File: config.mk
export PLATFORM = sky130hd
export DESIGN_NAME = dmsd_dev_flat
export DESIGN_NICKNAME = d
export VERILOG_FILES = /design/src/dmsd_pkg.sv /design/src/dmsd_if.sv /design/src/dmsd_sync.sv /design/src/dmsd_dev.sv /design/src/flat_wrapper.sv
export VERILOG_INCLUDE_DIRS = /design/src
export SDC_FILE = /design/constraint.sdc
export NUM_CORES = 1
export LEC_CHECK = 0
export BUFFER_PORTS_ARGS = -buffer_cell sky130_fd_sc_hd__buf_4
export CORE_UTILIZATION = 35
export CTS_CLUSTER_DIAMETER = 60
export DETAILED_ROUTE_END_ITERATION = 8
export SKIP_LAST_GASP = 1
export SYNTH_ARGS = -nofsm -noshare
export SYNTH_HDL_FRONTEND = slang
export SYNTH_SLANG_ARGS = --single-unit
export TNS_END_PERCENT = 100
File: constraint.sdc
create_clock -name clock -period 40.7 [get_ports clock]
set_input_delay 10.175 -clock clock [delete_from_list [all_inputs] [get_ports clock]]
set_output_delay 10.175 -clock clock [all_outputs]
set_load 0.005 [all_outputs]
File: src/dmsd_map.svh
// Offsets, field positions, reset values and timing counts of the drive mode link
`ifndef DMSD_MAP_SVH
`define DMSD_MAP_SVH
`define DMSD_MODE_CST 8'h0A
`define DMSD_MODE_STEP 8'hFF
`define DMSD_MODE_SETUP 8'hFE
`define DMSD_IDX_MS 8'hFD
`define DMSD_CW_START 4
`define DMSD_SW_SYNC 8
`define DMSD_SW_INDEX 10
`define DMSD_SW_TARGET 12
`define DMSD_SW_FERR 13
`define DMSD_RST_NUM 16'h0080
`define DMSD_RST_DEN 16'h0001
`define DMSD_RST_PERIOD 8'h01
`define DMSD_RST_FE_WIN 16'h0100
`define DMSD_RST_FE_TMO 16'h000A
`define DMSD_CLK_MHZ 100
`define DMSD_TBASE_NS 1000000
`define DMSD_PULSE_HI_NS 200
`define DMSD_PULSE_PER_NS 1000
`define DMSD_SETTLE_NS 35000
`define DMSD_CYC_PER_MS (`DMSD_TBASE_NS * `DMSD_CLK_MHZ / 1000)
`define DMSD_HI_CYC ((`DMSD_PULSE_HI_NS * `DMSD_CLK_MHZ + 999) / 1000)
`define DMSD_PER_CYC ((`DMSD_PULSE_PER_NS * `DMSD_CLK_MHZ + 999) / 1000)
`define DMSD_SETTLE_CYC ((`DMSD_SETTLE_NS * `DMSD_CLK_MHZ + 999) / 1000)
`define DMSD_A_MODE 8'h00
`define DMSD_A_CWORD 8'h04
`define DMSD_A_TORQUE 8'h08
`define DMSD_A_SCALE 8'h0C
`define DMSD_A_INTERP 8'h10
`define DMSD_A_FOLLOW 8'h14
`define DMSD_A_STEP 8'h18
`define DMSD_A_STATUS 8'h1C
`define DMSD_A_POS 8'h20
`define DMSD_F_SUBTYPE 8
`define DMSD_F_CLREQ 9
`define DMSD_F_DIR 16
`endif

File: src/dmsd_pkg.sv
// Types of the drive mode link: pulse generator states for the controller end, setup states for the drive end
`default_nettype none
package dmsd_pkg;
  typedef enum logic [1:0] {
    DMSD_PG_IDLE = 2'b00,
    DMSD_PG_SETTLE = 2'b01,
    DMSD_PG_HIGH = 2'b11,
    DMSD_PG_LOW = 2'b10
  } dmsd_pg_t;
  typedef enum logic [1:0] {
    DMSD_SU_IDLE = 2'b00,
    DMSD_SU_RUN = 2'b01,
    DMSD_SU_DONE = 2'b11
  } dmsd_su_t;
endpackage
`default_nettype wire

File: src/dmsd_if.sv
// Link between the positioning controller and the drive
`timescale 1ns/1ps
`default_nettype none
interface dmsd_if;
  logic [7:0] mode;
  logic subtype;
  logic cl_req;
  logic [15:0] ctrl_word;
  logic [15:0] target_torque;
  logic [15:0] max_torque;
  logic setpoint_strobe;
  logic [15:0] step_num;
  logic [15:0] step_den;
  logic [7:0] interp_period;
  logic [7:0] interp_index;
  logic [15:0] fe_window;
  logic [15:0] fe_timeout;
  logic pulse_a;
  logic pulse_b;
  logic [15:0] status_word;
  logic [31:0] position;
  modport host_mp (
    output mode, subtype, cl_req, ctrl_word, target_torque, max_torque, setpoint_strobe,
    output step_num, step_den, interp_period, interp_index, fe_window, fe_timeout,
    output pulse_a, pulse_b,
    input status_word, position
  );
  modport dev_mp (
    input mode, subtype, cl_req, ctrl_word, target_torque, max_torque, setpoint_strobe,
    input step_num, step_den, interp_period, interp_index, fe_window, fe_timeout,
    input pulse_a, pulse_b,
    output status_word, position
  );
endinterface
`default_nettype wire

File: src/dmsd_sync.sv
// Two-stage synchroniser for the drive's pin inputs
`timescale 1ns/1ps
`default_nettype none
module dmsd_sync (
  input wire logic clock,
  input wire logic arst_n,
  input wire logic [4:0] d,
  output logic [4:0] q
);
  logic [4:0] meta_reg;
  logic [4:0] sync_reg;
  always_ff @(posedge clock or negedge arst_n) begin
    if (!arst_n) begin
      meta_reg <= 5'h00;
      sync_reg <= 5'h00;
    end else begin
      meta_reg <= d;
      sync_reg <= meta_reg;
    end
  end
  assign q = sync_reg;
endmodule // dmsd_sync
`default_nettype wire

File: src/dmsd_dev.sv
// Drive end: cyclic torque, step/direction and auto setup mode logic
`timescale 1ns/1ps
`default_nettype none
`include "dmsd_map.svh"
//
// Contract
// Mode value 10 selects cyclic torque
// Torque presets applied only under closed loop
// Status bit 8 shows fieldbus sync
// Torque mode bit 12 shows preset used
// Control word ignored in torque mode
// Controller sends fresh torque each cycle
// Cycle is period times 1 ms
// New set value every interpolation period
// Limit switches stay active in these modes
// Mode value FFh selects step/direction
// Each pulse moves one step width
// Pulses at most 1 MHz, 200 ns high
// Step width is numerator over denominator
// Wait 35 us after direction change
// Bit 13 flags lasting following error
// Subtype 0: pulse plus direction
// Subtype 1: pulse input selects direction
// Mode value FEh selects auto setup
// Control bit 4 rising edge starts setup
// Bit 10 shows encoder index found
// Bit 12 shows setup complete
// Closed loop only after completed setup
// Step widths accumulate into signed position
module dmsd_dev #(
  parameter int unsigned CYC_PER_MS = `DMSD_CYC_PER_MS
) (
  input wire logic clock,
  input wire logic arst_n,
  dmsd_if.dev_mp link,
  input wire logic index_pin,
  input wire logic lim_neg_pin,
  input wire logic lim_pos_pin,
  input wire logic setup_done,
  input wire logic [31:0] actual_pos,
  output logic closed_loop_on,
  output logic torque_apply,
  output logic [15:0] torque_cmd,
  output logic setup_start,
  output logic setup_busy,
  output logic [31:0] cmd_pos,
  output logic motion_inhibit
);
  logic [4:0] pins_s;
  logic [2:0] prev_reg;
  logic [31:0] ms_cnt_reg;
  logic ms_tick_reg;
  logic [8:0] gap_reg;
  logic sync_reg;
  logic cw_start_reg;
  dmsd_pkg::dmsd_su_t su_reg;
  logic start_reg, busy_reg;
  logic index_seen_reg;
  logic cl_reg;
  logic apply_reg;
  logic [15:0] torque_reg;
  logic [31:0] pos_reg;
  logic [15:0] rem_reg;
  logic [15:0] fe_ms_reg;
  logic fe_reg;
  logic [15:0] status_reg;
  logic inhibit_reg;
  logic is_cst, is_step, is_setup, idx_ok, start_edge, apply_next;
  logic index_rise, step_ev, step_fwd;
  logic [16:0] sum, quo, rem_next;
  logic [15:0] den_eff;
  logic [31:0] err, err_mag;
  logic [15:0] status_next;

  dmsd_sync dmsd_sync_i (
    .clock(clock),
    .arst_n(arst_n),
    .d({lim_pos_pin, lim_neg_pin, index_pin, link.pulse_b, link.pulse_a}),
    .q(pins_s)
  );

  assign is_cst = (link.mode == `DMSD_MODE_CST);
  assign is_step = (link.mode == `DMSD_MODE_STEP);
  assign is_setup = (link.mode == `DMSD_MODE_SETUP);
  // Only the millisecond base is supported; any other index leaves the link unsynced
  assign idx_ok = (link.interp_index == `DMSD_IDX_MS) && (link.interp_period != 8'h00);
  // Bit 4 is looked at in auto setup only, so torque mode never reacts to it
  assign start_edge = is_setup && link.ctrl_word[`DMSD_CW_START] && !cw_start_reg;
  assign index_rise = pins_s[2] && !prev_reg[2];

  always_ff @(posedge clock or negedge arst_n) begin
    if (!arst_n) begin
      prev_reg <= 3'h0;
      cw_start_reg <= 1'b0;
    end else begin
      prev_reg <= pins_s[2:0];
      cw_start_reg <= link.ctrl_word[`DMSD_CW_START];
    end
  end

  // Millisecond time base for the cycle check and the following error timeout
  always_ff @(posedge clock or negedge arst_n) begin
    if (!arst_n) begin
      ms_cnt_reg <= 32'h0000_0000;
      ms_tick_reg <= 1'b0;
    end else if (ms_cnt_reg == 32'(CYC_PER_MS - 1)) begin
      ms_cnt_reg <= 32'h0000_0000;
      ms_tick_reg <= 1'b1;
    end else begin
      ms_cnt_reg <= ms_cnt_reg + 32'h0000_0001;
      ms_tick_reg <= 1'b0;
    end
  end

  // A tick that coincides with a strobe is dropped, hence the one tick tolerance
  always_ff @(posedge clock or negedge arst_n) begin
    if (!arst_n) begin
      gap_reg <= 9'h000;
      sync_reg <= 1'b0;
    end else begin
      if (link.setpoint_strobe) begin
        gap_reg <= 9'h000;
      end else if (ms_tick_reg && gap_reg != 9'h1FF) begin
        gap_reg <= gap_reg + 9'h001;
      end
      if (link.setpoint_strobe) begin
        sync_reg <= idx_ok && (gap_reg == {1'b0, link.interp_period} ||
                    gap_reg == {1'b0, link.interp_period} - 9'h001);
      end else if (!idx_ok || gap_reg > {1'b0, link.interp_period}) begin
        sync_reg <= 1'b0;
      end
    end
  end

  always_ff @(posedge clock or negedge arst_n) begin
    if (!arst_n) begin
      su_reg <= dmsd_pkg::DMSD_SU_IDLE;
      start_reg <= 1'b0;
      busy_reg <= 1'b0;
    end else begin
      start_reg <= start_edge;
      busy_reg <= (su_reg == dmsd_pkg::DMSD_SU_RUN) ? !setup_done :
                  start_edge && (su_reg == dmsd_pkg::DMSD_SU_IDLE ||
                  su_reg == dmsd_pkg::DMSD_SU_DONE);
      case (su_reg)
        dmsd_pkg::DMSD_SU_IDLE: begin
          if (start_edge) su_reg <= dmsd_pkg::DMSD_SU_RUN;
        end
        dmsd_pkg::DMSD_SU_RUN: begin
          if (setup_done) su_reg <= dmsd_pkg::DMSD_SU_DONE;
        end
        dmsd_pkg::DMSD_SU_DONE: begin
          if (start_edge) su_reg <= dmsd_pkg::DMSD_SU_RUN;
        end
        default: su_reg <= dmsd_pkg::DMSD_SU_IDLE;
      endcase
    end
  end

  // Index found during a run wins over the clear of a new start
  always_ff @(posedge clock or negedge arst_n) begin
    if (!arst_n) begin
      index_seen_reg <= 1'b0;
    end else if (su_reg == dmsd_pkg::DMSD_SU_RUN && index_rise) begin
      index_seen_reg <= 1'b1;
    end else if (start_edge) begin
      index_seen_reg <= 1'b0;
    end
  end

  assign apply_next = is_cst && cl_reg && sync_reg;

  always_ff @(posedge clock or negedge arst_n) begin
    if (!arst_n) begin
      cl_reg <= 1'b0;
      apply_reg <= 1'b0;
      torque_reg <= 16'h0000;
    end else begin
      cl_reg <= link.cl_req && (su_reg == dmsd_pkg::DMSD_SU_DONE);
      apply_reg <= apply_next;
      if (!apply_next) begin
        torque_reg <= 16'h0000;
      end else if (link.setpoint_strobe) begin
        torque_reg <= link.target_torque;
      end
    end
  end

  // Moves toward an active limit switch are dropped
  always_comb begin
    step_ev = 1'b0;
    step_fwd = 1'b0;
    if (is_step) begin
      if (!link.subtype) begin
        step_ev = pins_s[0] && !prev_reg[0];
        step_fwd = pins_s[1];
      end else begin
        step_ev = (pins_s[0] && !prev_reg[0]) ^ (pins_s[1] && !prev_reg[1]);
        step_fwd = pins_s[0] && !prev_reg[0];
      end
      if ((step_fwd && pins_s[4]) || (!step_fwd && pins_s[3])) step_ev = 1'b0;
    end
  end

  // Remainder keeps the fraction so that uneven ratios do not drift
  assign den_eff = (link.step_den == 16'h0000) ? 16'h0001 : link.step_den;
  assign sum = {1'b0, rem_reg} + {1'b0, link.step_num};
  assign quo = sum / {1'b0, den_eff};
  assign rem_next = sum % {1'b0, den_eff};

  always_ff @(posedge clock or negedge arst_n) begin
    if (!arst_n) begin
      pos_reg <= 32'h0000_0000;
      rem_reg <= 16'h0000;
    end else if (step_ev) begin
      pos_reg <= step_fwd ? pos_reg + {15'h0000, quo} : pos_reg - {15'h0000, quo};
      rem_reg <= rem_next[15:0];
    end
  end

  assign err = pos_reg - actual_pos;
  assign err_mag = err[31] ? (32'h0000_0000 - err) : err;

  always_ff @(posedge clock or negedge arst_n) begin
    if (!arst_n) begin
      fe_ms_reg <= 16'h0000;
      fe_reg <= 1'b0;
    end else if (!(is_step && cl_reg) || err_mag <= {16'h0000, link.fe_window}) begin
      fe_ms_reg <= 16'h0000;
      fe_reg <= 1'b0;
    end else begin
      if (ms_tick_reg && fe_ms_reg != 16'hFFFF) fe_ms_reg <= fe_ms_reg + 16'h0001;
      fe_reg <= (fe_ms_reg > link.fe_timeout);
    end
  end

  always_comb begin
    status_next = 16'h0000;
    if (is_cst) begin
      status_next[`DMSD_SW_SYNC] = sync_reg;
      status_next[`DMSD_SW_TARGET] = apply_reg;
    end else if (is_step) begin
      status_next[`DMSD_SW_FERR] = fe_reg;
    end else if (is_setup) begin
      status_next[`DMSD_SW_INDEX] = index_seen_reg;
      status_next[`DMSD_SW_TARGET] = (su_reg == dmsd_pkg::DMSD_SU_DONE);
    end
  end

  always_ff @(posedge clock or negedge arst_n) begin
    if (!arst_n) begin
      status_reg <= 16'h0000;
      inhibit_reg <= 1'b0;
    end else begin
      status_reg <= status_next;
      inhibit_reg <= (is_cst || is_step || is_setup) && (pins_s[3] || pins_s[4]);
    end
  end

  assign link.status_word = status_reg;
  assign link.position = pos_reg;
  assign closed_loop_on = cl_reg;
  assign torque_apply = apply_reg;
  assign torque_cmd = torque_reg;
  assign setup_start = start_reg;
  assign setup_busy = busy_reg;
  assign cmd_pos = pos_reg;
  assign motion_inhibit = inhibit_reg;
endmodule // dmsd_dev
`default_nettype wire

File: src/flat_wrapper.sv
// flat-port wrapper written by rule: the top's interface ports become plain ports
module dmsd_dev_flat 
#(
  parameter int unsigned CYC_PER_MS = `DMSD_CYC_PER_MS
)
  (clock, arst_n, index_pin, lim_neg_pin, lim_pos_pin, setup_done, actual_pos, closed_loop_on, torque_apply, torque_cmd, setup_start, setup_busy, cmd_pos, motion_inhibit, link_mode, link_subtype, link_cl_req, link_ctrl_word, link_target_torque, link_max_torque, link_setpoint_strobe, link_step_num, link_step_den, link_interp_period, link_interp_index, link_fe_window, link_fe_timeout, link_pulse_a, link_pulse_b, link_status_word, link_position);
  dmsd_if link_i ();
  input wire logic clock;
  input wire logic arst_n;
  input wire logic index_pin;
  input wire logic lim_neg_pin;
  input wire logic lim_pos_pin;
  input wire logic setup_done;
  input wire logic [31:0] actual_pos;
  output logic closed_loop_on;
  output logic torque_apply;
  output logic [15:0] torque_cmd;
  output logic setup_start;
  output logic setup_busy;
  output logic [31:0] cmd_pos;
  output logic motion_inhibit;
  input wire logic [$bits(link_i.mode)-1:0] link_mode;
  input wire logic [$bits(link_i.subtype)-1:0] link_subtype;
  input wire logic [$bits(link_i.cl_req)-1:0] link_cl_req;
  input wire logic [$bits(link_i.ctrl_word)-1:0] link_ctrl_word;
  input wire logic [$bits(link_i.target_torque)-1:0] link_target_torque;
  input wire logic [$bits(link_i.max_torque)-1:0] link_max_torque;
  input wire logic [$bits(link_i.setpoint_strobe)-1:0] link_setpoint_strobe;
  input wire logic [$bits(link_i.step_num)-1:0] link_step_num;
  input wire logic [$bits(link_i.step_den)-1:0] link_step_den;
  input wire logic [$bits(link_i.interp_period)-1:0] link_interp_period;
  input wire logic [$bits(link_i.interp_index)-1:0] link_interp_index;
  input wire logic [$bits(link_i.fe_window)-1:0] link_fe_window;
  input wire logic [$bits(link_i.fe_timeout)-1:0] link_fe_timeout;
  input wire logic [$bits(link_i.pulse_a)-1:0] link_pulse_a;
  input wire logic [$bits(link_i.pulse_b)-1:0] link_pulse_b;
  output wire logic [$bits(link_i.status_word)-1:0] link_status_word;
  output wire logic [$bits(link_i.position)-1:0] link_position;
  assign link_i.mode = link_mode;
  assign link_i.subtype = link_subtype;
  assign link_i.cl_req = link_cl_req;
  assign link_i.ctrl_word = link_ctrl_word;
  assign link_i.target_torque = link_target_torque;
  assign link_i.max_torque = link_max_torque;
  assign link_i.setpoint_strobe = link_setpoint_strobe;
  assign link_i.step_num = link_step_num;
  assign link_i.step_den = link_step_den;
  assign link_i.interp_period = link_interp_period;
  assign link_i.interp_index = link_interp_index;
  assign link_i.fe_window = link_fe_window;
  assign link_i.fe_timeout = link_fe_timeout;
  assign link_i.pulse_a = link_pulse_a;
  assign link_i.pulse_b = link_pulse_b;
  assign link_status_word = link_i.status_word;
  assign link_position = link_i.position;
  dmsd_dev #(.CYC_PER_MS(CYC_PER_MS)) u_core (.clock(clock), .arst_n(arst_n), .link(link_i), .index_pin(index_pin), .lim_neg_pin(lim_neg_pin), .lim_pos_pin(lim_pos_pin), .setup_done(setup_done), .actual_pos(actual_pos), .closed_loop_on(closed_loop_on), .torque_apply(torque_apply), .torque_cmd(torque_cmd), .setup_start(setup_start), .setup_busy(setup_busy), .cmd_pos(cmd_pos), .motion_inhibit(motion_inhibit));
endmodule
==> flow_summary_export.csv, run 1 <==
group,metric,value,unit
run_status,outcome,"finished with violations",
run_status,violations,"negative setup slack",
cts,ctsHtreeMaxLevel,4,
min_path,min_to,"u_core.dmsd_sync_i.q[2]$_DFF_PN0_",
cts,cts_root_buf,"clkbuf_16",
sta,worst_slew_pin_slew,1.13,ns
layout,syn_to_final_growth,53.6,%
cts,clk_pin_slew_worst_paths,0.08,ns
grt,grt_pass1_vias,23700,
synthesis,seq_area_frac_synth,0.181,
min_path,hold_depth,0,
power_and_ir_drop,irDropWorstVdd,33.5,uV
synthesis,async_reset_ff_frac,1.00,
placed_design,gp_congestion,0.951,
worst_setup_path,required,41.09,ns
placed_design,dp_hpwl,60500,um
sta,fin_skew,0.0106,ns
synthesis,synth_area_per_cell,7.73,um2
worst_setup_path,worstPathArrival,42.88,ns
worst_setup_path,r2r_cells,188,
grt,grt_usage,0.252,
placed_design,numPortBuffers,236,
power_and_ir_drop,p_per_area,32.5,nW/um2
sta,hold_slack,0.352,ns
cts,cts_tree,"done",
floorplanning,io_pins,280,
worst_setup_path,start_kind,"input pin",
grt,grt_max_degree,98,
layout,fillCellCount,5229,
sta,post-route-period-util,1.04,
floorplanning,die_x,245,um
synthesis,synth_cells,2677,
sta,setup_viol,28,
synthesis,yosys_warnings,0,
routing,routed_wl,78200,um
sta,maxSlewViolCount,0,
grt,antenna_found_initial,0,
floorplanning,fp.dieH,245,um
cts,worstSkewPairLatency,0.47,ns
routing,drt_iter0_drc,1428,
floorplanning,row_count,88,
sta,slew-limit-headroom,0.236,
sta,final.min_clock_period,42.48,ns
power_and_ir_drop,p_leak,0.0158,uW
worst_setup_path,r2r-end,"u_core.cmd_pos[31]$_DFFE_PN0P_",
sta,max_freq,23.5,MHz
routing,drc_errors,0,
min_path,hold_path_startpoint,"u_core.dmsd_sync_i.meta_reg[2]$_DFF_PN0_",
run,maxCapViolCount,0,
floorplanning,die_area,60100,um2
worst_setup_path,reg2reg_from,"u_core.rem_reg[0]$_DFFE_PN0P_",
sta,rsz0062_at_grt,"true",
worst_setup_path,slowest_stage,"o41a_1",
layout,drive_gt1_frac,0.387,
floorplanning,core,58000,um2
worst_setup_path,setup.worst_path.end_class,"flop",
power_and_ir_drop,total_power,1030,uW
cts,cts_buffers,17,
layout,nNetsFinal,4116,
routing,dr.pass1.iters,6,
synthesis,synth_edf_count,0,
routing,wl_per_cell,17.6,um
synthesis,synth_cell_types,94,
synthesis,syn_area,20700,um2
worst_setup_path,crit_top_cell,"buf_4",
routing,postRouteAntennaNets,0,
min_path,holdCritPathClass,"flop to flop",
worst_setup_path,crit_fanout,8,
cts,max-clock-path-buffers,2,
synthesis,synthFlopType,"dfrtp_1",
grt,grt-ovfl-total,0,
worst_setup_path,r2r_slack,7.62,ns
routing,viasPerCell,5.38,
sta,layout_setup_ws,-1.78,ns
cts,cts.sinks,150,
cts,hold_buffers,0,
floorplanning,start_util,0.357,
worst_setup_path,critPathKind,"input pin to flop",
routing,vias,23800,
synthesis,ys_seq_elements,150,
worst_setup_path,critPathMaxStageDelay,0.44,ns
grt,grt_pass1_wl,122000,um
layout,antennaDiodeCount,0,
sta,hold_viol_final,0,
Yosys cell counts (all sizes together) (12+ instances only):
cell type / n / share of area
xor2: 85 / 0.036
nand3: 82 / 0.020
mux2: 16 / 0.0087
ha: 281 / 0.17
xnor2: 144 / 0.061
a211oi: 20 / 0.0075
buf: 55 / 0.019
o21a: 80 / 0.029
inv: 164 / 0.030
o21bai: 21 / 0.0076
o211ai: 26 / 0.0094
or4: 12 / 0.0044
a41oi: 18 / 0.0089
and2: 18 / 0.0054
mux2i: 32 / 0.015
nor2: 233 / 0.042
nor4: 18 / 0.0069
a21o: 80 / 0.029
o31ai: 20 / 0.0073
a31oi: 51 / 0.016
nor2b: 37 / 0.011
and3: 25 / 0.0076
dfrtp: 150 / 0.18
nand4: 43 / 0.013
or2: 22 / 0.0066
clkbuf: 60 / 0.011
or3: 20 / 0.0063
nand2b: 32 / 0.0097
o21ai: 168 / 0.041
a21oi: 172 / 0.042
nand2: 246 / 0.045
nor3: 88 / 0.022
where the power goes:
| group | switching (uW) | total, uW | internal, uW |
|---|---|---|---|
| clock | 81.0 | 165 | 84.4 |
| sequential | 4.56 | 157 | 153 |
| combinational | 341 | 710 | 369 |
| total | 427 | 1030 | 606 |
worst max-delay path: cells and delay by family:
kind                       cells  cell delay (ns)
muxes                          5             1.54
AOI/OAI and AO/OA             83            15.77
and+or+nand+nor               27             3.75
adders and majority gates     17             4.21
xor gates and xnor gates       2             0.28
buffers and inverters         55             7.07
per-layer routing:
layer  wire [um]  track usage  part of all wire  up-vias
met1       33300        0.313              0.43    11300
met2       38000        0.436              0.49      630
met5           0            0                 0        -
met3        3330       0.0306             0.043      169
li1            -            -                 -    11700
met4        3550        0.108             0.045        0
worst max path at each step:
stage / end / from / depth (start not counted)
3_3_place_gp: u_core.cmd_pos[31]$_DFFE_PN0P_ / link_step_num[0] / 172
3_5_place_dp: u_core.cmd_pos[31]$_DFFE_PN0P_ / link_step_num[0] / 169
2_1_floorplan: u_core.cmd_pos[31]$_DFFE_PN0P_ / link_step_den[13] / 170
6_report: u_core.cmd_pos[31]$_DFFE_PN0P_ / link_step_num[0] / 189
4_1_cts: u_core.cmd_pos[30]$_DFFE_PN0P_ / link_step_num[0] / 192
5_1_grt: u_core.cmd_pos[28]$_DFFE_PN0P_ / link_step_num[0] / 174
placed cells by master (no fill, tap or decap), types with 14 or more instances in the layout:
cell type,Yosys,layout
buf_4,46,1017
ha_1,281,240
nand2_1,245,224
nor2_1,233,214
inv_1,163,158
dfrtp_1,150,150
xnor2_1,144,134
a21oi_1,170,128
o21ai_0,156,108
xor2_1,85,83
a21o_1,80,80
o21a_1,80,78
nor3_1,86,78
nand3_1,82,73
nand4_1,43,43
a31oi_1,50,40
o21ai_1,11,39
a21oi_2,2,35
ha_4,0,33
nand2b_1,32,32
buf_6,2,31
nor2b_1,37,30
mux2i_1,32,28
o211ai_1,26,26
and3_1,25,21
o21bai_1,21,20
clkbuf_16,0,19
o21ai_2,1,18
or3_1,19,18
or2_2,21,17
nor4_1,16,16
nand2_2,1,15
o31ai_1,20,14
area by class of cell:
class	count	area (um2)	share of cell area
multi-input cells	2258	17600	0.554
repair buffers	1060	8220	0.258
flip-flops and latches	150	3750	0.118
well taps	765	957	0.0301
inverters	165	633	0.0199
clock buffers	17	425	0.0134
clock inverters	15	201	0.00633
stage by stage:
step | util | instances | cell area, um2 | TNS [ns] | setup WS, ns
after floorplan | - | 2688 | 21500 | -9.30 | -0.931
after global placement | 0.491 | 4242 | 28500 | -87.61 | -3.22
after detailed placement | 0.491 | 4242 | 28500 | -108.47 | -3.79
after CTS | 0.521 | 4374 | 30200 | -28.58 | -1.69
after global routing | 0.548 | 4430 | 31800 | -72.47 | -2.88
final | 0.548 | 4430 | 31800 | -31.29 | -1.78
what timing repair did:
| action | CTS | global route |
|---|---|---|
| gates cloned | 0 | 2 |
| resized for setup | 84 | 233 |
| buffers inserted | 100 | 68 |
| pin swaps | 71 | 141 |
| endpoints found under the setup margin | 48 | 48 |
cell families after synthesis:
logic type,count (synthesis),synth area share
and+or+nand+nor,909,0.213
AOI/OAI and AO/OA,775,0.251
adders and majority gates,285,0.174
buffers and inverters,280,0.0600
xor gates and xnor gates,229,0.0969
DFF,150,0.181
muxes,48,0.0242
other,1,0.000181
No activity file was read; power rests on OpenSTA's default activity.
==> inputs of run 2 (changes only) <==
- SYNTH_HIERARCHICAL: not set -> 1
==> run 2 against run 1 <==
The flow still finishes with violations (negative setup slack). Worst setup slack better by 1.2 ns. Final area down 1.4%. Sequential cell count did not move. Maximum frequency is 2.8% higher. Global-route usage shrank 1.3 points. Sequential share of layout area up 0.16 points. Final cell count is 1.3% lower.
==> flow_summary_export.csv, run 2 <==
group,metric,value,unit
run_status,outcome,"finished with violations",
run_status,violations,"negative setup slack",
routing,viasPerCell,5.36,
sta,hold_viol_final,0,
layout,fin_util,0.532,
cts,clk_pin_slew_worst_paths,0.07,ns
power_and_ir_drop,internal-power,581,uW
synthesis,yosys_warnings,6,
layout,drive_gt1_frac,0.373,
layout,most-common-layout-cells,"951 x buf_4, 250 x nor2_1, 232 x ha_1",
cts,cts_tree,"done",
floorplanning,die_area,60700,um2
cts,cts_buffers,17,
power_and_ir_drop,p_per_area,31.0,nW/um2
run,maxCapViolCount,0,
synthesis,synth_cell_types,96,
grt,grt_usage,0.239,
worst_setup_path,start_kind,"input pin",
sta,post-route-period-util,1.02,
placed_design,dp_hpwl,59600,um
synthesis,synth_edf_count,0,
worst_setup_path,setup.worst_path.end_class,"flop",
grt,antenna_found_initial,0,
routing,dr.pass1.iters,5,
sta,rsz0062_at_grt,"true",
power_and_ir_drop,power.share.clock,0.166,
synthesis,async_reset_ff_frac,1.00,
synthesis,seq_area_frac_synth,0.180,
synthesis,synth_area_per_cell,7.80,um2
power_and_ir_drop,irDropWorstVdd,32.4,uV
routing,vias,23400,
synthesis,yosys-top-cells-count,"281 x ha_1, 271 x nor2_1, 222 x nand2_1",
sta,worst_slew_pin_slew,1.16,ns
synthesis,netlist.top_cell.by_area,"dfrtp_1",
routing,wl_per_cell,17.3,um
power_and_ir_drop,swShare,0.403,
grt,grt_pass1_wl,117000,um
routing,routed_wl,75500,um
layout,layout_commonest_cell,"buf_4",
floorplanning,start_util,0.354,
sta,maxSlewViolCount,0,
grt,grt_max_degree,86,
sta,layout_setup_ws,-0.630,ns
cts,worstSkewPairLatency,0.44,ns
synthesis,synth_area_leaders,"dfrtp_1 18%, ha_1 17%, xnor2_1 5.8%",
floorplanning,row_count,89,
worst_setup_path,worstPathArrival,41.65,ns
sta,hold_slack,0.348,ns
power_and_ir_drop,p_leak,0.0151,uW
layout,syn_to_final_growth,50.1,%
cts,ctsHtreeMaxLevel,4,
worst_setup_path,r2r_slack,8.77,ns
floorplanning,fp.dieH,246,um
worst_setup_path,required,41.02,ns
worst_setup_path,slowest_stage,"a2111oi_4",
synthesis,syn_area,20900,um2
worst_setup_path,critPathKind,"input pin to flop",
placed_design,gp_congestion,0.945,
synthesis,yosysMostFrequentCell,"ha_1",
routing,drt_iter0_drc,1243,
sta,max_freq,24.2,MHz
cts,cts_root_buf,"clkbuf_16",
placed_design,placed_area,28400,um2
synthesis,synth_top_area_frac,0.180,
floorplanning,die_x,246,um
worst_setup_path,crit_top_cell,"ha_4",
worst_setup_path,crit_fanout,8,
floorplanning,io_pins,280,
power_and_ir_drop,total_power,973,uW
synthesis,synth_cells,2679,
placed_design,numPortBuffers,236,
grt,grt_pass1_vias,23500,
sta,setup_viol,13,
sta,final.min_clock_period,41.33,ns
layout,final_area,31400,um2
cts,cts.sinks,150,
min_path,holdCritPathClass,"flop to flop",
cts,max-clock-path-buffers,2,
power_and_ir_drop,power_switching,392,uW
layout,nNetsFinal,4051,
routing,postRouteAntennaNets,0,
sta,fin_skew,0.0173,ns
synthesis,ys_seq_elements,150,
sta,slew-limit-headroom,0.228,
grt,grt-ovfl-total,0,
worst_setup_path,critPathMaxStageDelay,0.55,ns
floorplanning,core,59000,um2
layout,antennaDiodeCount,0,
routing,drc_errors,0,
synthesis,synthFlopType,"dfrtp_1",
power_and_ir_drop,share_comb_of_total_power,0.672,
power_and_ir_drop,seq_power_share,0.162,
## run 2: cell count changes in the layout (fill, tap and decap cells not counted), moves of 15 or more
cell / previous run / this run
mux2_2: 12 / 28
buf_4: 1017 / 951
a21oi_1: 128 / 146
a21o_1: 80 / 63
o21a_1: 78 / 50
nand2_1: 224 / 204
xor2_1: 83 / 99
mux2i_1: 28 / 43
o21ai_1: 39 / 20
nor2_1: 214 / 250
## run 2: metal layers
metal / global-route usage / vias to the layer above / share of wire
met4: 0.0732 / 0 / 0.028
met1: 0.293 / 11200 / 0.43
li1: - / 11600 / -
met3: 0.0156 / 121 / 0.035
met5: 0 / - / 0
met2: 0.441 / 542 / 0.51
## run 2: worst max-delay path: cells and delay by family
family	cells	cell delay [ns]
AO/OA/AOI/OAI	84	17.09
adder cells (fa/ha/maj)	21	4.98
AND/OR/NAND/NOR	26	4.09
multiplexers	10	3.36
buffers and inverters	9	1.30
XOR/XNOR	3	0.51
## run 2: cells by family (layout without fill, tap and decap cells)
family                     Yosys count  after routing  synth area share
AOI/OAI and AO/OA                  736            736             0.236
xor gates and xnor gates           241            241             0.101
adders and majority gates          285            285             0.172
buffers and inverters              264           1174            0.0562
DFF                                150            150             0.180
muxes                               87             87            0.0442
other                                1             12          0.000179
and+or+nand+nor                    915            915             0.211
## run 2: final cells by class
class / count / area [um2]
repair buffers: 981 / 7480
clock inverters: 14 / 154
multi-input cells: 2276 / 18000
clock buffers: 18 / 439
well taps: 773 / 967
inverters: 161 / 608
fillers: 5412 / 27600
flip-flops and latches: 150 / 3750
## run 2: power by group through the flow
stage	sequential (uW)	combinational [uW]	clock (uW)
floorplan	158	338	0
global placement	160	555	0
detailed placement	160	572	0
CTS	158	619	166
global route	158	711	173
finish	158	654	161
## run 2: path summary, 6_finish.rpt
check	startpoint	cells after the start	to
min reg2reg	u_core/dmsd_sync_i/meta_reg[0]$_DFF_PN0_	0	u_core/dmsd_sync_i/q[0]$_DFF_PN0_
max reg2reg	u_core/rem_reg[0]$_DFFE_PN0P_	152	u_core/cmd_pos[31]$_DFFE_PN0P_
min	u_core/dmsd_sync_i/meta_reg[0]$_DFF_PN0_	0	u_core/dmsd_sync_i/q[0]$_DFF_PN0_
max	link_step_num[0]	153	u_core/cmd_pos[31]$_DFFE_PN0P_
min in group asynchronous	arst_n	1	u_core/dmsd_sync_i/q[4]$_DFF_PN0_
max in group asynchronous	arst_n	2	u_core/torque_cmd[15]$_DFFE_PN0P_
## run 2: what timing repair did
action                                  in CTS  in global routing
gates resized for setup                    156                 97
endpoints found under the setup margin      29                 32
hold buffers                                 0                  0
hold endpoints to repair                     0                  0
buffers inserted                           112                 42
pin swaps                                  141                133
cloned                                       0                  0
## run 2: metrics by stage
step	std cells	worst slack (ns)	setup TNS, ns
finish	4373	-0.630	-3.91
global route	4373	-1.78	-28.25
CTS	4336	-0.168	-0.319
detailed placement	4194	-2.22	-40.82
global placement	4194	-1.68	-25.09
floorplan	2690	-0.276	-0.337
